**config.mk**
```make
export PLATFORM = sky130hd
export DESIGN_NAME = adsc_port
export DESIGN_NICKNAME = d
export VERILOG_FILES = /design/src/verilog/adsc_pkg.sv /design/src/verilog/adsc_sync.sv /design/src/verilog/adsc_conv.sv /design/src/verilog/adsc_port.sv
export SDC_FILE = /design/constraint.sdc
export NUM_CORES = 1
export LEC_CHECK = 0
export BUFFER_PORTS_ARGS = -buffer_cell sky130_fd_sc_hd__buf_2
export CAP_MARGIN = 30
export CELL_PAD_IN_SITES_DETAIL_PLACEMENT = 0
export CELL_PAD_IN_SITES_GLOBAL_PLACEMENT = 1
export CORE_MARGIN = 4
export CORE_UTILIZATION = 25
export CTS_CLUSTER_SIZE = 20
export DETAILED_ROUTE_END_ITERATION = 7
export PLACE_DENSITY_LB_ADDON = 0.1
export SYNTH_ARGS = -nofsm -noshare
export SYNTH_HDL_FRONTEND = slang
export SYNTH_SLANG_ARGS = --single-unit
export TNS_END_PERCENT = 50
```
**constraint.sdc**
```tcl
create_clock -name clk -period 2.6 [get_ports clk]
set_input_delay 0.26 -clock clk [delete_from_list [all_inputs] [get_ports clk]]
set_output_delay 0.26 -clock clk [all_outputs]
set_load 0.03 [all_outputs]
```
**src/verilog/adsc_pkg.sv**
```systemverilog
// Behaviour
// - chip select falling resets counters, enables port
// - chip select rising disables input and clock
// - four code bits captured msb first
// - next four rising edges load configuration
// - eight bits captured, channel applied after fourth
// - sampling runs fourth fall to last fall
// - result output released while chip select high
// - first result bit driven at select, advance on fall
// - remaining eleven bits shift on falling edges only
// - last falling edge hands over to converter
// - interrupt mode: status falls when result ready
// - interrupt mode: status rises on clock rise
// - end mode: low after last fall until done
// - mux picks eleven inputs or three test levels
// - reference external or internal, two internal levels
// - result bit order msb or lsb first
// - result coding unipolar or bipolar
// - clock idle low, sample rise, change fall
// - status pin selectable interrupt or end mode
// - self test codes give 2048, 0, 4095
package adsc_pkg;
  localparam int unsigned RES_W        = 12;
  localparam int unsigned CODE_W       = 4;
  localparam int unsigned CFG_W        = 4;
  localparam int unsigned CNT_W        = 5;
  localparam logic [CNT_W-1:0] CODE_EDGES  = 5'h04;
  localparam logic [CNT_W-1:0] FRAME_EDGES = 5'h08;
  localparam logic [CNT_W-1:0] LEN8        = 5'h08;
  localparam logic [CNT_W-1:0] LEN12       = 5'h0C;
  localparam logic [CNT_W-1:0] LEN16       = 5'h10;
  // last analog input code, then the self-test and command codes above it
  localparam logic [CODE_W-1:0] LAST_AIN   = 4'hA;
  localparam logic [CODE_W-1:0] TEST_MID   = 4'hB;
  localparam logic [CODE_W-1:0] TEST_ZERO  = 4'hC;
  localparam logic [CODE_W-1:0] TEST_FULL  = 4'hD;
  localparam logic [CODE_W-1:0] CMD_CFG2   = 4'hF;
  localparam logic [RES_W-1:0]  RES_MID    = 12'h800;
  localparam logic [RES_W-1:0]  RES_ZERO   = 12'h000;
  localparam logic [RES_W-1:0]  RES_FULL   = 12'hFFF;
  localparam logic [RES_W-1:0]  BIPOLAR_FLIP = 12'h800;
  // conversion time in ns, rounded up to clock cycles
  localparam int unsigned CLK_NS       = 40;
  localparam int unsigned CONV_NS      = 4150;
  localparam int unsigned CONV_CYC     = (CONV_NS + CLK_NS - 1) / CLK_NS;
  localparam int unsigned CONV_W       = 8;
  // configuration nibble fields
  localparam int unsigned CFG_LSBF     = 0;
  localparam int unsigned CFG_BIP      = 1;
  localparam int unsigned CFG_LEN_LO   = 2;
  localparam int unsigned CFG2_INT     = 3;
  localparam int unsigned CFG2_REFINT  = 2;
  localparam int unsigned CFG2_REF4V   = 1;

  // packed msb first: length in bits 3:2, coding in 1, bit order in 0
  typedef struct packed {
    logic [1:0] len_sel;
    logic       bipolar;
    logic       lsb_first;
  } adsc_cfg_t;

  typedef struct packed {
    logic       status_int;
    logic       ref_internal;
    logic       ref_high;
    logic       spare;
  } adsc_cfg2_t;
endpackage

```
**src/verilog/adsc_sync.sv**
```systemverilog
`timescale 1ns/100ps
`default_nettype none
// two flop synchroniser; first stage read only by second
module adsc_sync (
  // clock and reset
  input  wire logic clk,
  input  wire logic rstn,
  // async level in, synced out
  input  wire logic d,
  output logic      q
);
  logic meta_q;

  // reset constant only
  always_ff @(posedge clk) begin
    if (!rstn) begin
      meta_q <= 1'b0;
      q      <= 1'b0;
    end else begin
      meta_q <= d;
      q      <= meta_q;
    end
  end
endmodule
`default_nettype wire

```
**src/verilog/adsc_conv.sv**
```systemverilog
`timescale 1ns/100ps
`default_nettype none
// conversion timer standing in for the oscillator-driven state controller
module adsc_conv (
  // clock and reset
  input  wire logic                        clk,
  input  wire logic                        rstn,
  // start pulse and sample to convert
  input  wire logic                        start,
  input  wire logic [adsc_pkg::RES_W-1:0]  sample,
  // result
  output logic                             busy,
  output logic                             done,
  output logic [adsc_pkg::RES_W-1:0]       result
);
  logic [adsc_pkg::CONV_W-1:0] cnt_q;
  logic [adsc_pkg::RES_W-1:0]  smp_q;
  wire  last_w = busy && (cnt_q == adsc_pkg::CONV_W'(adsc_pkg::CONV_CYC - 1));

  // count fixed cycles then publish the held sample
  always_ff @(posedge clk) begin
    if (!rstn) begin
      cnt_q  <= '0;
      busy   <= 1'b0;
      done   <= 1'b0;
      result <= '0;
      smp_q  <= '0;
    end else begin
      done <= last_w;
      if (start) begin
        busy  <= 1'b1;
        cnt_q <= '0;
        smp_q <= sample;
      end else if (last_w) begin
        busy   <= 1'b0;
        result <= smp_q;
      end else if (busy) begin
        cnt_q <= cnt_q + 1'b1;
      end
    end
  end
endmodule
`default_nettype wire

```
**src/verilog/adsc_port.sv**
```systemverilog
`timescale 1ns/100ps
`default_nettype none
module adsc_port (
  // clock and reset
  input  wire logic                         clk,
  input  wire logic                         rstn,
  // serial link pins, asynchronous to clk
  input  wire logic                         cs_n,
  input  wire logic                         sclk,
  input  wire logic                         serial_command_in_pin,
  output logic                              sdo_o,
  output logic                              sdo_oe,
  output logic                              status_pin,
  // converter front: digitised analog_channel_inputs
  input  wire logic [11*adsc_pkg::RES_W-1:0] analog_channel_inputs,
  // analog control
  output logic [adsc_pkg::CODE_W-1:0]       mux_sel,
  output logic                              sampling,
  output logic                              ref_internal,
  output logic                              ref_high,
  output logic                              conv_busy
);
  typedef enum logic [2:0] {
    ST_IDLE = 3'b001,
    ST_SHIFT = 3'b010,
    ST_CONV = 3'b100
  } adsc_state_t;

  // synchronised pins; select is carried active high so that its reset
  // value matches an idle pin and no false frame start follows reset
  logic sel_s;
  logic ck_s;
  logic di_s;
  logic cs_p_q;
  logic ck_p_q;
  adsc_sync u_cs (.clk(clk), .rstn(rstn), .d(!cs_n), .q(sel_s));
  adsc_sync u_ck (.clk(clk), .rstn(rstn), .d(sclk), .q(ck_s));
  adsc_sync u_di (.clk(clk), .rstn(rstn), .d(serial_command_in_pin), .q(di_s));

  // edge detects on synced levels
  wire cs_s    = !sel_s;
  wire cs_fall = cs_p_q && !cs_s;
  wire cs_rise = !cs_p_q && cs_s;
  wire active  = !cs_s;
  wire ck_rise = active && !ck_p_q && ck_s;
  wire ck_fall = active && ck_p_q && !ck_s;

  adsc_state_t                     st_q;
  logic [adsc_pkg::CNT_W-1:0]      rise_q;
  logic [adsc_pkg::CNT_W-1:0]      fall_q;
  logic [7:0]                      in_q;
  logic [adsc_pkg::CODE_W-1:0]     code_q;
  adsc_pkg::adsc_cfg_t             cfg_q;
  adsc_pkg::adsc_cfg2_t            cfg2_q;
  logic [adsc_pkg::RES_W-1:0]      out_q;
  logic [adsc_pkg::CNT_W-1:0]      len_q;
  logic                            samp_q;
  logic                            ord_q;

  // frame length from configuration
  wire [adsc_pkg::CNT_W-1:0] len_w =
    (cfg_q.len_sel == 2'h1) ? adsc_pkg::LEN8 :
    (cfg_q.len_sel == 2'h3) ? adsc_pkg::LEN16 : adsc_pkg::LEN12;
  wire last_fall = ck_fall && (fall_q + 1'b1 == len_q);

  // mux: analog inputs or fixed self-test levels
  wire is_ain   = mux_sel <= adsc_pkg::LAST_AIN;
  wire [adsc_pkg::RES_W-1:0] ain_w =
    analog_channel_inputs[mux_sel[3:0]*adsc_pkg::RES_W +: adsc_pkg::RES_W];
  wire [adsc_pkg::RES_W-1:0] raw_w =
    is_ain                          ? ain_w :
    (mux_sel == adsc_pkg::TEST_MID)  ? adsc_pkg::RES_MID :
    (mux_sel == adsc_pkg::TEST_ZERO) ? adsc_pkg::RES_ZERO :
    (mux_sel == adsc_pkg::TEST_FULL) ? adsc_pkg::RES_FULL : adsc_pkg::RES_ZERO;
  // bipolar flips msb to twos complement
  wire [adsc_pkg::RES_W-1:0] coded_w =
    cfg_q.bipolar ? (raw_w ^ adsc_pkg::BIPOLAR_FLIP) : raw_w;

  logic                      cv_done;
  logic [adsc_pkg::RES_W-1:0] cv_res;
  logic                      cv_busy;
  adsc_conv u_conv (
    .clk    (clk),
    .rstn   (rstn),
    .start  (last_fall),
    .sample (coded_w),
    .busy   (cv_busy),
    .done   (cv_done),
    .result (cv_res)
  );

  // first bit of previous result per configured order
  wire sdo_first = cfg_q.lsb_first ? out_q[0] : out_q[adsc_pkg::RES_W-1];

  // pin history
  always_ff @(posedge clk) begin
    if (!rstn) begin
      cs_p_q <= 1'b1;
      ck_p_q <= 1'b0;
    end else begin
      cs_p_q <= cs_s;
      ck_p_q <= ck_s;
    end
  end

  // frame control state
  always_ff @(posedge clk) begin
    if (!rstn) begin
      st_q <= ST_IDLE;
    end else if (cs_fall) begin
      st_q <= ST_SHIFT;
    end else if (last_fall) begin
      st_q <= ST_CONV;
    end else if (cs_rise && st_q == ST_SHIFT) begin
      st_q <= ST_IDLE;
    end else if (cv_done) begin
      st_q <= ST_IDLE;
    end
  end

  // edge counters, cleared at frame start; clock ignored while deselected
  // length and bit order are held for the frame: new configuration lands mid-frame
  always_ff @(posedge clk) begin
    if (!rstn || cs_fall) begin
      rise_q <= '0;
      fall_q <= '0;
      len_q  <= len_w;
      ord_q  <= cfg_q.lsb_first;
    end else if (st_q == ST_SHIFT) begin
      if (ck_rise) rise_q <= rise_q + 1'b1;
      if (ck_fall) fall_q <= fall_q + 1'b1;
    end
  end

  // input shift: code bits msb first, then configuration
  always_ff @(posedge clk) begin
    if (!rstn) begin
      in_q <= '0;
    end else if (st_q == ST_SHIFT && ck_rise && rise_q < adsc_pkg::FRAME_EDGES) begin
      in_q <= {in_q[6:0], di_s};
    end
  end

  // channel applied after fourth rise, configuration after eighth
  always_ff @(posedge clk) begin
    if (!rstn) begin
      mux_sel <= '0;
      cfg_q   <= '0;
      cfg2_q  <= '0;
      code_q  <= '0;
    end else if (st_q == ST_SHIFT && rise_q == adsc_pkg::CODE_EDGES && !ck_rise) begin
      code_q <= in_q[3:0];
      if (in_q[3:0] != adsc_pkg::CMD_CFG2) mux_sel <= in_q[3:0];
    end else if (st_q == ST_SHIFT && rise_q == adsc_pkg::FRAME_EDGES && !ck_rise) begin
      if (code_q == adsc_pkg::CMD_CFG2) cfg2_q <= in_q[3:0];
      else cfg_q <= in_q[3:0];
    end
  end

  // sample window from fourth fall to last fall
  always_ff @(posedge clk) begin
    if (!rstn || cs_fall || last_fall) begin
      samp_q <= 1'b0;
    end else if (ck_fall && fall_q + 1'b1 == adsc_pkg::CODE_EDGES) begin
      samp_q <= 1'b1;
    end
  end

  // result shifter: load at conversion done, advance on each falling edge
  always_ff @(posedge clk) begin
    if (!rstn) begin
      out_q <= '0;
    end else if (cv_done) begin
      out_q <= cv_res;
    end else if (ck_fall) begin
      out_q <= ord_q ? {1'b0, out_q[adsc_pkg::RES_W-1:1]}
                     : {out_q[adsc_pkg::RES_W-2:0], 1'b0};
    end
  end

  // data out: driven only while selected, changes only on falls
  always_ff @(posedge clk) begin
    if (!rstn) begin
      sdo_o  <= 1'b0;
      sdo_oe <= 1'b0;
    end else begin
      sdo_oe <= active;
      if (cs_fall) sdo_o <= sdo_first;
      else if (ck_fall) begin
        sdo_o <= ord_q ? out_q[1] : out_q[adsc_pkg::RES_W-2];
      end
    end
  end

  // status pin: interrupt or end-of-conversion behaviour
  always_ff @(posedge clk) begin
    if (!rstn) begin
      status_pin <= 1'b1;
    end else if (cfg2_q.status_int) begin
      if (cv_done) status_pin <= 1'b0;
      else if (ck_rise) status_pin <= 1'b1;
    end else begin
      if (last_fall) status_pin <= 1'b0;
      else if (cv_done) status_pin <= 1'b1;
    end
  end

  // analog side controls
  always_ff @(posedge clk) begin
    if (!rstn) begin
      sampling     <= 1'b0;
      ref_internal <= 1'b0;
      ref_high     <= 1'b0;
      conv_busy    <= 1'b0;
    end else begin
      sampling     <= samp_q;
      ref_internal <= cfg2_q.ref_internal;
      ref_high     <= cfg2_q.ref_high;
      conv_busy    <= cv_busy;
    end
  end
endmodule
`default_nettype wire

```
======== Yosys cells after proc, flatten, opt, wreduce, memory -nomap -nowiden ========
Cells that the tools add are included.
storage, ports and cells
  word-level logic and storage cells ...... 129
  output and inout port bits .............. 11
  register bits after elaboration ......... 100
  input port bits ......................... 137
cells by class
  order comparisons ....................... 2
  eq/ne operators ......................... 14
  add/sub/neg operators ................... 3
  bitwise logic cells ..................... 6
  reduce and logical (&&, ||, !) cells .... 41
  shift-type cells ........................ 1
  multiplexer cells ....................... 24
  $mul .................................... 1
operators with widths
  kind                                                                           number
  132-bit by 9-bit variable part select with 12-bit output                       1
  12-bit 2-to-1 mux                                                              8
  4-bit equality test (second input constant)                                    4
  1-bit logical AND                                                              16
  2-bit AND reduction                                                            6
  1-bit 2-to-1 mux                                                               11
  5-bit by 1-bit adder with 5-bit output (second input constant)                 2
  5-bit by 3-bit equality test with 1-bit output (second input constant)         2
  3-bit 2-to-1 mux                                                               3
  8-bit by 1-bit adder with 8-bit output (second input constant)                 1
  8-bit by 7-bit equality test with 1-bit output (second input constant)         1
  1-bit logical NOT                                                              7
  4-bit by 2-bit multiplier with 6-bit output (second input constant)            1
  1-bit NOT                                                                      6
  3-bit AND reduction                                                            2
  2-bit nonzero test                                                             3
  3-bit nonzero test                                                             2
  5-bit by 4-bit equality test with 1-bit output (second input constant)         1
  5-bit equality test                                                            1
  5-bit by 4-bit less-than comparator with 1-bit output (second input constant)  1
  5-bit 2-to-1 mux                                                               1
  4-bit <= comparator (second input constant)                                    1
  4-bit inequality test (second input constant)                                  1
  4-bit nonzero test                                                             1
  other kinds (7)                                                                9

======== Longest topological paths before layout ========
Gate-level depths: netlist of run 1.
  depth after elaboration ................. 7
  mapped depth ............................ 7
  depth with buffers taken out ............ 6

======== Modules after synthesis ========
Synthesis of run 1 repeated with hierarchy kept, for this count alone.
second synthesis, totals
  cell total of the unflattened synthesis .. 528
  area, all modules ....................... 5347.6 um^2
modules (own cells, without submodules)
  module     times used  area an instance (um^2)  cells an instance  seq. area each (um^2)
  adsc_port  1           3796.1                   374                1201.2
  adsc_conv  1           1393.8                   142                680.7
  adsc_sync  3           52.6                     4                  40.0

======== Least setup slack after synthesis of run 1 ========
No wires, ideal clock.
  kind .................................... register to register
  from .................................... register mux_sel[0] (netlist name)
  to ...................................... register u_conv.smp_q[7] (netlist name)
  path buffers ............................ 2
  slack ................................... 564 ps
  library setup time ...................... 119 ps
  stages on the path, launching flop included .. 7
  required time ........................... 2481 ps
  period minus slack after synthesis ...... 2036 ps
  arrival ................................. 1917 ps
  cell sequence ........................... dfxtp_1 -> buf_2 -> buf_4 -> mux4_2 -> inv_1 -> o22ai_1 -> o221a_2
between the ends
  word-level cells in the longest chain between the ends .. 6
  elaborated cells on any way between the ends .. 11
  classes of those cells .................. mul (1); order compare (1); eq/ne (3); shift (1); mux (5)
RTL lines
  item                                                                                 RTL line          source
  start, declared                                                                      adsc_port.sv:17   output logic [adsc_pkg::CODE_W-1:0] mux_sel,
  start signal, assigned                                                               adsc_port.sv:153  if (in_q[3:0] != adsc_pkg::CMD_CFG2) mux_sel <= in_q[3:0];
  branches (longest 4 deep; another with 4-bit by 2-bit multiplier with 6-bit output)  --
  12-bit 2-to-1 mux *                                                                  adsc_port.sv:71   is_ain ? ain_w :
  12-bit 2-to-1 mux *                                                                  adsc_port.sv:77   cfg_q.bipolar ? (raw_w ^ adsc_pkg::BIPOLAR_FLIP) : raw_w;
  end signal, assigned                                                                 adsc_conv.sv:33   smp_q <= sample;
  end, declared                                                                        adsc_conv.sv:17   logic [adsc_pkg::RES_W-1:0] smp_q;
Mark *: on every way between the ends.
A chain may end at the register's enable or synchronous reset.

======== Worst setup path in the final report of run 1 ========
  from .................................... register fall_q[0] (netlist name)
  to ...................................... register u_conv.smp_q[1] (netlist name)
between the ends
  word-level cells in the longest chain between the ends .. 3
RTL lines
  item                                    RTL line          source
  start, declared                         adsc_port.sv:50   logic [adsc_pkg::CNT_W-1:0] fall_q;
  start signal, assigned                  adsc_port.sv:131  if (ck_fall) fall_q <= fall_q + 1'b1;
  5-bit by 1-bit adder with 5-bit output  adsc_port.sv:64   wire last_fall = ck_fall && (fall_q + 1'b1 == len_q);
  5-bit equality test                     adsc_port.sv:64
  1-bit logical AND                       adsc_port.sv:64
No other way between the ends.

==> results of run 1 <==
==> cell type report <==
cell class                      instances  area (µm²)
Fill cell                            2153       13700
Multi-Input combinational cell        367        2840
Sequential cell                        98        2000
Timing Repair Buffer                  163         893
Tap cell                              270         338
Clock buffer                           12         268
Inverter                               21        78.8
Clock inverter                          4        30.0
==> through the flow <==
stage          util [%]  cell area, µm²  cells  hold slack (ns)  worst slack (ns)
3_5_place_dp       30.5            6160    919            0.424             0.456
4_1_cts            32.0            6450    935           0.0565             0.424
5_1_grt            32.0            6450    935           0.0633             0.289
6_report           32.0            6450    935           0.0712             0.458
3_3_place_gp       30.5            6160    919            0.415             0.525
2_1_floorplan         -            5120    531            0.327             0.564
==> worst max-delay path by stage <==
stage                          start               to  cells after the start
final                      fall_q[0]  u_conv.smp_q[1]                      6
after global routing       fall_q[0]  u_conv.smp_q[1]                      6
after CTS                  fall_q[0]  u_conv.smp_q[1]                      6
after detailed placement   fall_q[0]  u_conv.smp_q[1]                      6
after global placement     fall_q[0]  u_conv.smp_q[6]                      6
after floorplan           mux_sel[0]  u_conv.smp_q[7]                      6
==> state kept, by name, summed over array words and instances (netlist names), 4 cells and up <==
name / cells
code_q: 4
u_conv.smp_q: 12
fall_q: 5
cfg_q: 4
mux_sel: 4
in_q: 4
rise_q: 5
u_conv.cnt_q: 8
u_conv.result: 12
out_q: 12
==> cell families (layout without fill, tap and decap cells) <==
family | Yosys count | after routing
AND/OR/NAND/NOR | 164 | 164
AO/OA/AOI/OAI | 94 | 94
flip-flops | 98 | 98
multiplexers | 82 | 82
buffers and inverters | 66 | 200
XOR/XNOR | 22 | 22
adder cells (fa/ha/maj) | 5 | 5
==> routing by layer <==
metal	GRT usage [%]	part of all wire (%)
met5	0	0
met4	3.81	1.2
met3	3.29	5.5
met2	21.9	47
met1	17.9	46
==> critical path, delay by kind of cell (launching register included) <==
kind	cells	cell delay [ns]
and+or+nand+nor	2	0.53
AOI/OAI and AO/OA	2	0.69
xor gates and xnor gates	1	0.18
adders and majority gates	1	0.23
DFF	1	0.40
==> layout by cell type, fill, tap and decap left out, drive strengths merged, types with 16 or more instances in the layout <==
cell type | netlist | routed
inv | 21 | 23
mux4 | 23 | 23
dfxtp | 94 | 94
buf | 18 | 163
nand3 | 16 | 16
nor2 | 53 | 53
a211oi | 16 | 16
nand2 | 44 | 44
mux2i | 59 | 59
a21oi | 24 | 24
==> power breakdown <==
group	total (mW)	switching, mW	leakage (nW)	internal (mW)
Combinational	0.226	0.0989	1.52	0.127
Sequential	1.53	0.0105	0.795	1.52
Clock	1.33	0.590	0.145	0.740
==> Implementation_results.wiki, run 1 <==
{| class="wikitable"
! Metric !! Value
|-
| Run status || finished clean
|-
| Cell with the most instances after synthesis || sky130_fd_sc_hd__dfxtp_1
|-
| Overflow left after global routing || 0
|-
| Maximum clock insertion buffer count || 2
|-
| Post-synthesis compound-gate area fraction || 13.8%
|-
| Row count || 52
|-
| Clock root buffer || sky130_fd_sc_hd__clkbuf_16
|-
| Pin count of the biggest net entering global routing || 31
|-
| Crit Reg-Reg Endpoint || u_conv.smp_q[1]
|-
| Effective utilization at floorplan || 25.4%
|-
| PwrDens || 478 mW/mm²
|-
| Worst setup path category || reg2reg
|-
| Transition time of the tightest slew-check pin || 0.773 ns
|-
| Clock Skews || 0.0142 ns
|-
| Post-synthesis mux area share || 21.6%
|-
| Fraction of layout instances using a drive strength above 1 || 33.4%
|-
| Yosys Warn Count || 0
|-
| Series of cell instances along the critical path || ha_1, nand3_1, xnor2_1, a2111oi_4, nand3_1, o221a_2
|-
| Leakage power of the design || 2.46 nW
|-
| Dominant combinational cell family by area after synthesis || multiplexers
|-
| Arrival time reported for the critical path endpoint || 2.37 ns
|-
| Ranking of synthesized cells by instance count || sky130_fd_sc_hd__dfxtp_1, sky130_fd_sc_hd__mux2i_1, sky130_fd_sc_hd__nor2_1
|-
| Total negative setup slack || 0 ns
|-
| All-layer global routing usage || 13.5%
|-
| Final setup violation count || 0
|-
| Simple-gate share of the synthesized area || 15.0%
|-
| Area of the die || 0.0228 mm²
|-
| Global-route wire length before repair || 24.0 mm
|-
| HPWL after detailed placement || 11.8 mm
|-
| Sequential share of the synthesized area || 39.1%
|-
| Worst Setup End Kind || flip-flop
|-
| Overall via count from detail_route || 4302
|-
| Worst slew slack as a fraction of its limit || 48.4%
|-
| Wirelength, routed || 15.0 mm
|-
| End point of the worst hold path || u_cs.meta_q
|-
| Global placer's final weighted congestion || 0.810
|-
| Seq cells post-synth || 98
|-
| Max Cap Violations || 0
|-
| Drt first-iter violations || 161
|-
| CTS clock-pin slew for the worst setup and hold paths || 0.07 ns
|-
| Routed wirelength normalized by instance count || 16.1 µm
|-
| Core ar. || 0.0202 mm²
|-
| Tot Pwr || 3.09 mW
|-
| Parity-gate share of the synthesized area counting xor and xnor cells || 3.76%
|-
| Start of the worst register-to-register path || fall_q[0]
|-
| Number of slew-limit violations in the final report || 0
|-
| Slowest CP cell || sky130_fd_sc_hd__dfxtp_1
|-
| Delay contributed by the slowest stage of the critical path || 0.40 ns
|-
| Top cell by count, worst path || sky130_fd_sc_hd__nand3_1
|-
| Number of cells produced by synthesis || 531
|-
| Nature of the critical path startpoint || flip-flop
|-
| Vertical die dimension || 151 µm
|-
| Port Buf Inserts || 147
|-
| # IOs || 148
|-
| Number of global-route vias before repair || 4538
|-
| Unrepaired setup endpoints after global routing || false
|-
| Number of buffers inserted by hold repair at cts || 0
|-
| Area share of the largest cell type after synthesis || 36.7%
|-
| Adder-cell area share of the yosys netlist || 1.22%
|-
| Post-synth ARST share || 0%
|-
| Final hold violations || 0
|-
| Most area-consuming cells after synthesis || sky130_fd_sc_hd__dfxtp_1, sky130_fd_sc_hd__mux2i_1, sky130_fd_sc_hd__mux4_2
|-
| Post-CTS Resized || 0
|-
| Syn_area_per_cell || 9.65 µm²
|-
| DRT antenna net count || 0
|-
| Via density per instance || 4.60
|-
| Count of buffers added by post-CTS timing repair for setup || 0
|-
| Number of clock sinks || 98
|-
| DRC viols || 0
|-
| Antenna violations before repair || 0
|-
| Required time of the critical path || 2.83 ns
|-
| Net count, final || 802
|-
| Post-synthesis cell area || 0.00512 mm²
|-
| Post-Synthesis Net Count || 673
|-
| R2R Setup Slk || 0.46 ns
|-
| Shortest period the worst path allows || 2.14 ns
|-
| Worst voltage drop across the vdd grid || 0.000270 V
|-
| Layout overhead on the synthesized area || 26.0%
|-
| Die width || 151 µm
|-
| Largest fanout on the critical path || 11
|-
| Iteration count of the initial detailed-routing pass || 4
|-
| Startpoint of the most critical hold path || cs_n
|-
| Top cell type by total area after synthesis || sky130_fd_sc_hd__dfxtp_1
|-
| Final worst-path cycle share || 82.4%
|-
| Hold Path Cell Cnt || 2
|-
| Cell variety after synth || 44
|-
| Synth Flop Type || sky130_fd_sc_hd__dfxtp_1
|-
| Number of enable flip-flop cells after synthesis || 4
|-
| Clock insertion delay at the later pin of the skew report || 0.35 ns
|-
| Clock buffer count from CTS || 9
|-
| Worst Reg2Reg Path Length in Cells || 6
|-
| CTS tree || yes
|-
| Antenna Cells || 0
|-
| Worst Hold Class || in2reg
|-
| Max frequency || 467 MHz
|-
| Total number of H-tree levels || 3
|}
Note: power is estimated with default switching activity, not from simulation.
==> run 2: changes to the inputs <==
==> constraint.sdc (replaced) <==
create_clock -name clk -period 1.78 [get_ports clk]
set_input_delay 0.178 -clock clk [delete_from_list [all_inputs] [get_ports clk]]
set_output_delay 0.178 -clock clk [all_outputs]
set_load 0.03 [all_outputs]
==> Implementation_results.wiki, run 2 (same netlist as run 1, synthesis figures left out) <==
{| class="wikitable"
! Metric !! Value
|-
| Effective utilization at floorplan || 25.4% (unchanged)
|-
| Total number of H-tree levels || 3 (unchanged)
|-
| Antenna violations before repair || 1 (+1)
|-
| Number of clock sinks || 98 (unchanged)
|-
| Row count || 52 (unchanged)
|-
| Violated checks || negative setup slack
|-
| Die width || 151 µm (unchanged)
|-
| Port Buf Inserts || 147 (unchanged)
|-
| Commonest non-fill, non-tap cell in the layout || sky130_fd_sc_hd__buf_2
|-
| Drt first-iter violations || 134 (-17%)
|-
| DRC viols || 0 (unchanged)
|-
| Iteration count of the initial detailed-routing pass || 4 (unchanged)
|-
| Maximum clock insertion buffer count || 2 (unchanged)
|-
| CTS tree || yes
|-
| Total negative setup slack || -2.26 ns (-2.26 ns)
|-
| Leakage power of the design || 2.76 nW (+12%)
|-
| Worst Setup End Kind || flip-flop
|-
| Number of global-route vias before repair || 4699 (+3.5%)
|-
| Worst slack on hold paths || 0.0349 ns (-0.0363 ns)
|-
| Clock root buffer || sky130_fd_sc_hd__clkbuf_16
|-
| Worst Reg2Reg Path Length in Cells || 8 (+2)
|-
| Layout overhead on the synthesized area || 36.8%
|-
| Crit Reg-Reg Endpoint || u_conv.smp_q[7]
|-
| Vertical die dimension || 151 µm (unchanged)
|-
| Overflow left after global routing || 0 (unchanged)
|-
| Routed wirelength normalized by instance count || 15.4 µm (-4.5%)
|-
| Clock buffer count from CTS || 9 (unchanged)
|-
| Core ar. || 0.0202 mm² (unchanged)
|-
| DRT antenna net count || 0 (unchanged)
|-
| Smallest setup slack after layout || -0.0905 ns (-0.548 ns)
|-
| Largest registers || out_q x12, u_conv.result x12, u_conv.smp_q x12
|-
| Fraction of layout instances using a drive strength above 1 || 39.1% (+5.8 points)
|-
| Max Cap Violations || 0 (unchanged)
|-
| Startpoint of the most critical hold path || serial_command_in_pin
|-
| Final setup violation count || 36 (+36)
|-
| All-layer global routing usage || 13.3% (-0.17 points)
|-
| Hold Path Cell Cnt || 2 (unchanged)
|-
| Shortest period the worst path allows || 1.87 ns (-0.272 ns)
|-
| Pin count of the biggest net entering global routing || 37 (+19%)
|-
| Nature of the critical path startpoint || flip-flop
|-
| Worst setup path category || reg2reg
|-
| Largest fanout on the critical path || 6 (-5)
|-
| PwrDens || 662 mW/mm² (+38%)
|-
| Antenna Cells || 0 (unchanged)
|-
| Global-route wire length before repair || 24.0 mm (+0.11%)
|-
| HPWL after detailed placement || 11.8 mm (-0.50%)
|-
| CTS clock-pin slew for the worst setup and hold paths || 0.07 ns (about the same)
|-
| Worst Hold Class || in2reg
|-
| Transition time of the tightest slew-check pin || 0.500 ns (-0.273 ns)
|-
| Global placer's final weighted congestion || 0.754 (-6.9%)
|-
| Overall via count from detail_route || 4409 (+2.5%)
|-
| R2R Setup Slk || -0.09 ns (-0.55 ns)
|-
| Run status || finished, violations left
|-
| Area of the die || 0.0228 mm² (unchanged)
|-
| Start of the worst register-to-register path || fall_q[0]
|-
| Clock insertion delay at the later pin of the skew report || 0.34 ns (about the same)
|-
| Worst slew slack as a fraction of its limit || 66.6% (+18 points)
|-
| Area after DPL || 0.00654 mm² (+6.3%)
|-
| Arrival time reported for the critical path endpoint || 2.11 ns (-0.26 ns)
|-
| Clock Skews || 0.0103 ns (-0.00395 ns)
|-
| Most used cells in the layout excluding fill and tap cells || sky130_fd_sc_hd__buf_2, sky130_fd_sc_hd__dfxtp_1, sky130_fd_sc_hd__mux2i_1
|-
| End point of the worst hold path || u_di.meta_q
|-
| Required time of the critical path || 2.02 ns (-0.81 ns)
|-
| Via density per instance || 4.55 (-1.2%)
|-
| Number of slew-limit violations in the final report || 0 (unchanged)
|-
| Max frequency || 535 MHz (+15%)
|-
| # IOs || 148 (unchanged)
|-
| Final worst-path cycle share || 105% (+23 points)
|-
| Worst voltage drop across the vdd grid || 0.000567 V (+110%)
|-
| Final hold violations || 0 (unchanged)
|-
| Post-route cell area || 0.00701 mm² (+8.6%)
|-
| Net count, final || 837 (+4.4%)
|-
| Unrepaired setup endpoints after global routing || true
|-
| Wirelength, routed || 14.9 mm (-0.97%)
|-
| Tot Pwr || 4.64 mW (+50%)
|}
run 2: worst max-delay path: stages, from the launching register on:
cell and delay, ns:
sky130_fd_sc_hd__dfxtp_2 0.34, sky130_fd_sc_hd__ha_4 0.19, sky130_fd_sc_hd__xnor2_4 0.14, sky130_fd_sc_hd__xnor2_2 0.16
sky130_fd_sc_hd__a2111oi_4 0.26, sky130_fd_sc_hd__buf_4 0.20, sky130_fd_sc_hd__nand3_4 0.10, sky130_fd_sc_hd__buf_8 0.16
sky130_fd_sc_hd__o221a_4 0.20
run 2: worst max path at each step:
stage | start | to | depth (start not counted)
2_1_floorplan | fall_q[0] | u_conv.smp_q[10] | 7
3_3_place_gp | fall_q[1] | u_conv.result[6] | 8
3_5_place_dp | fall_q[1] | u_conv.result[2] | 8
4_1_cts | fall_q[1] | u_conv.smp_q[0] | 7
5_1_grt | fall_q[0] | u_conv.smp_q[0] | 8
6_report | fall_q[0] | u_conv.smp_q[7] | 8
run 2: layout make-up:
| type | count | area (µm²) |
|---|---|---|
| Timing Repair Buffer | 198 | 1220 |
| Multi-Input combinational cell | 367 | 3040 |
| Sequential cell | 98 | 2010 |
| Clock inverter | 5 | 57.6 |
| Fill cell | 2135 | 13200 |
| Clock buffer | 11 | 264 |
| Inverter | 21 | 78.8 |
| Tap cell | 270 | 338 |
run 2: what timing repair did:
action | CTS | global route
buffers inserted | 2 | 2
resized for setup | 8 | 15
endpoints found under the setup margin | 38 | 38
hold endpoints to repair | 1 | 0
cloned | 0 | 1
pin swaps | 3 | 7
hold buffers | 1 | 0
run 2: metal layers:
layer  track usage (%)  vias up  wire (µm)
li1                  -     2237          -
met2              21.0      120       6750
met3              3.53       15        822
met5                 0        -         12
met4              3.72        2        201
met1              18.0     2035       7120
run 2: power by group:
| group | internal (mW) | switching [mW] | leakage [nW] |
|---|---|---|---|
| Clock | 1.22 | 0.855 | 0.161 |
| Sequential | 2.22 | 0.00796 | 0.797 |
| Combinational | 0.191 | 0.150 | 1.81 |
| Total | 3.63 | 1.01 | 2.76 |
run 2: through the flow:
stage                     utilization [%]  setup WS, ns  std cells
after detailed placement             32.4        -0.187        948
after CTS                            34.3        -0.145        967
after floorplan                         -       -0.0680        531
after global placement               32.4        -0.125        948
final                                34.8       -0.0905        970
after global routing                 34.8        -0.161        970
==> run 3: changes to the inputs <==
--- a/config.mk
+++ b/config.mk
@@ -5,7 +5,6 @@
 export SDC_FILE = /design/constraint.sdc
 export NUM_CORES = 1
 export LEC_CHECK = 0
-export BUFFER_PORTS_ARGS = -buffer_cell sky130_fd_sc_hd__buf_2
 export CAP_MARGIN = 30
 export CELL_PAD_IN_SITES_DETAIL_PLACEMENT = 0
 export CELL_PAD_IN_SITES_GLOBAL_PLACEMENT = 1
@@ -13,6 +12,7 @@
 export CORE_UTILIZATION = 25
 export CTS_CLUSTER_SIZE = 20
 export DETAILED_ROUTE_END_ITERATION = 7
+export DONT_BUFFER_PORTS = 1
 export PLACE_DENSITY_LB_ADDON = 0.1
 export SYNTH_ARGS = -nofsm -noshare
 export SYNTH_HDL_FRONTEND = slang
==> Implementation_results.wiki, run 3 (same netlist as run 1, synthesis figures left out) <==
{| class="wikitable"
! Metric !! Value
|-
| Effective utilization at floorplan || 25.4% (unchanged)
|-
| Met2 usage || 20.4% (-0.60 points)
|-
| Overall via count from detail_route || 3905 (-11%)
|-
| Largest registers || out_q x12, u_conv.result x12, u_conv.smp_q x12
|-
| Transition time of the tightest slew-check pin || 0.477 ns (-0.0225 ns)
|-
| Series of cell instances along the critical path || ha_4, xnor2_4, xnor2_2, a2111oi_4, buf_4, nand3_4, buf_8, o221a_4
|-
| Start of the worst register-to-register path || fall_q[0]
|-
| Startpoint of the most critical hold path || rstn
|-
| Clock root buffer || sky130_fd_sc_hd__clkbuf_16
|-
| Net count, final || 690 (-18%)
|-
| Run status || finished, violations left
|-
| Number of global-route vias before repair || 4130 (-12%)
|-
| Port Buf Inserts || 0 (-100%)
|-
| PwrDens || 692 mW/mm² (+4.4%)
|-
| Antenna violations before repair || 2 (+1)
|-
| Final-layout fill cell count || 2096 (-1.8%)
|-
| Slowest CP cell || sky130_fd_sc_hd__dfxtp_2
|-
| Number of slew-limit violations in the final report || 0 (unchanged)
|-
| Via density per instance || 4.74 (+4.3%)
|-
| Die width || 151 µm (unchanged)
|-
| Clock buffer count from CTS || 9 (unchanged)
|-
| # IOs || 148 (unchanged)
|-
| Core ar. || 0.0202 mm² (unchanged)
|-
| Largest fanout on the critical path || 6 (unchanged)
|-
| Hold Path Cell Cnt || 2 (unchanged)
|-
| Crit Reg-Reg Endpoint || u_conv.smp_q[4]
|-
| Row count || 52 (unchanged)
|-
| Required time of the critical path || 2.03 ns (about the same)
|-
| Global-route wire length before repair || 22.8 mm (-5.2%)
|-
| Unrepaired setup endpoints after global routing || true
|-
| End point of the worst hold path || u_conv.result[1]
|-
| DRT antenna net count || 0 (unchanged)
|-
| Violated checks || negative setup slack
|-
| Worst Setup End Kind || flip-flop
|-
| Tot Pwr || 4.38 mW (-5.5%)
|-
| Worst Hold Class || in2reg
|-
| Final worst-path cycle share || 108% (+3.0 points)
|-
| Fraction of the core area covered by cells at the end of the flow || 31.4% (-3.3 points)
|-
| CP top delay family || compound AO/OA/AOI/OAI gates
|-
| Clock insertion delay at the later pin of the skew report || 0.36 ns (+0.02 ns)
|-
| Delay contributed by the slowest stage of the critical path || 0.34 ns (about the same)
|-
| Clock Skews || 0.0114 ns (+0.00114 ns)
|-
| CTS tree || yes
|-
| Arrival time reported for the critical path endpoint || 2.17 ns (+0.06 ns)
|-
| Commonest non-fill, non-tap cell in the layout || sky130_fd_sc_hd__dfxtp_1
|-
| CTS clock-pin slew for the worst setup and hold paths || 0.07 ns (about the same)
|-
| Final setup violation count || 35 (-2.8%)
|-
| Maximum clock insertion buffer count || 2 (unchanged)
|-
| Worst setup path category || reg2reg
|-
| DRC viols || 0 (unchanged)
|-
| Drt first-iter violations || 166 (+24%)
|-
| Iteration count of the initial detailed-routing pass || 4 (unchanged)
|-
| Global routing usage on met1 || 17.7% (-0.36 points)
|-
| Fraction of layout instances using a drive strength above 1 || 22.1% (-17 points)
|-
| HPWL after detailed placement || 10.6 mm (-9.9%)
|-
| Count of buffer and inverter cells on the critical path || 2 (unchanged)
|-
| Routing usage on met3 || 3.38% (-0.15 points)
|-
| Busiest metal layer after global routing || met2
|-
| Worst Reg2Reg Path Length in Cells || 8 (unchanged)
|-
| Overflow left after global routing || 0 (unchanged)
|-
| Layout overhead on the synthesized area || 23.8%
|-
| Number of clock sinks || 98 (unchanged)
|-
| Vertical die dimension || 151 µm (unchanged)
|-
| Final hold violations || 0 (unchanged)
|-
| Max Cap Violations || 0 (unchanged)
|-
| Wirelength, routed || 14.6 mm (-2.0%)
|-
| Worst slew slack as a fraction of its limit || 68.1% (+1.5 points)
|-
| Pin count of the biggest net entering global routing || 42 (+14%)
|-
| Max frequency || 520 MHz (-2.7%)
|-
| Leakage power of the design || 2.18 nW (-21%)
|-
| Worst voltage drop across the vdd grid || 0.000392 V (-31%)
|-
| Cell count along the critical path || 8 (unchanged)
|-
| Smallest setup slack after layout || -0.143 ns (-0.0526 ns)
|-
| Most used cells in the layout excluding fill and tap cells || sky130_fd_sc_hd__dfxtp_1, sky130_fd_sc_hd__mux2i_1, sky130_fd_sc_hd__nor2_1
|-
| Routed wirelength normalized by instance count || 17.7 µm (+15%)
|-
| Total number of H-tree levels || 3 (unchanged)
|-
| Global placer's final weighted congestion || 0.798 (+5.8%)
|-
| Nature of the critical path startpoint || flip-flop
|-
| Shortest period the worst path allows || 1.92 ns (+0.0526 ns)
|-
| All-layer global routing usage || 13.0% (-0.31 points)
|-
| Total negative setup slack || -2.31 ns (-0.0447 ns)
|-
| Area of the die || 0.0228 mm² (unchanged)
|-
| R2R Setup Slk || -0.14 ns (-0.05 ns)
|}
run 3: changes by cell type in the layout (fill, tap and decap cells not counted), sizes merged:
| cell | delta |
|---|---|
| buf | -152 |
| bufinv | -1 |
| clkbuf | -1 |
| clkinv | -1 |
| diode | +1 |
| dlygate4sd3 | +4 |
| inv | +4 |
run 3: final cells by class:
class                   count  area, µm²  share of cell area, %
multi-input cells         367       3070                   48.4
flip-flops and latches     98       2010                   31.7
repair buffers             51        553                   8.72
well taps                 270        338                   5.33
clock buffers               9        225                   3.55
inverters                  21       78.8                   1.24
clock inverters             7       66.3                   1.05
diodes                      1       2.50                 0.0395
run 3: metrics by stage:
| step | setup slack (ns) | hold slack, ns | instances | area (µm²) |
|---|---|---|---|---|
| final | -0.143 | 0.0149 | 824 | 6340 |
| after global routing | -0.230 | 0.0279 | 824 | 6340 |
| after CTS | -0.103 | 0.00723 | 823 | 6330 |
| after detailed placement | -0.205 | 0.247 | 796 | 5810 |
| after global placement | -0.121 | 0.249 | 796 | 5810 |
| after floorplan | -0.0680 | 0.245 | 531 | 5280 |
run 3: layer usage:
metal,vias to the layer above,share of wire [%],routed length [µm]
met5,-,0.048,7
met4,2,1.1,164
met3,12,5.2,762
li1,1947,-,-
met1,1820,48,6940
met2,124,46,6730
run 3: worst max-delay path by stage:
stage / from / to / slack (ns)
2_1_floorplan: fall_q[0] / u_conv.smp_q[10] / -0.07
3_3_place_gp: fall_q[1] / u_conv.result[5] / -0.12
3_5_place_dp: fall_q[1] / u_conv.result[2] / -0.20
4_1_cts: fall_q[0] / u_conv.smp_q[4] / -0.10
5_1_grt: fall_q[0] / u_conv.smp_q[4] / -0.23
6_report: fall_q[0] / u_conv.smp_q[4] / -0.14
run 3: power breakdown:
| part | total, mW | internal, mW | switching, mW |
|---|---|---|---|
| clock network | 1.94 | 0.989 | 0.953 |
| registers | 2.23 | 2.22 | 0.0124 |
| logic | 0.211 | 0.102 | 0.109 |
| total | 4.38 | 3.31 | 1.07 |
run 3: worst register-to-register path, cell delays in order, from the launching register on:
cell                        delay, ns
sky130_fd_sc_hd__dfxtp_2         0.34
sky130_fd_sc_hd__ha_4            0.19
sky130_fd_sc_hd__xnor2_4         0.14
sky130_fd_sc_hd__xnor2_2         0.17
sky130_fd_sc_hd__a2111oi_4       0.31
sky130_fd_sc_hd__buf_4           0.21
sky130_fd_sc_hd__nand3_4         0.10
sky130_fd_sc_hd__buf_8           0.17
sky130_fd_sc_hd__o221a_4         0.21
run 3: timing repair:
action	4_1_cts	5_1_grt
setup endpoints to repair	35	38
gates cloned	2	0
gates resized for setup	19	5
endpoints found under the hold margin	40	0
hold buffers	6	0
pin swaps	7	4
setup buffers	3	0
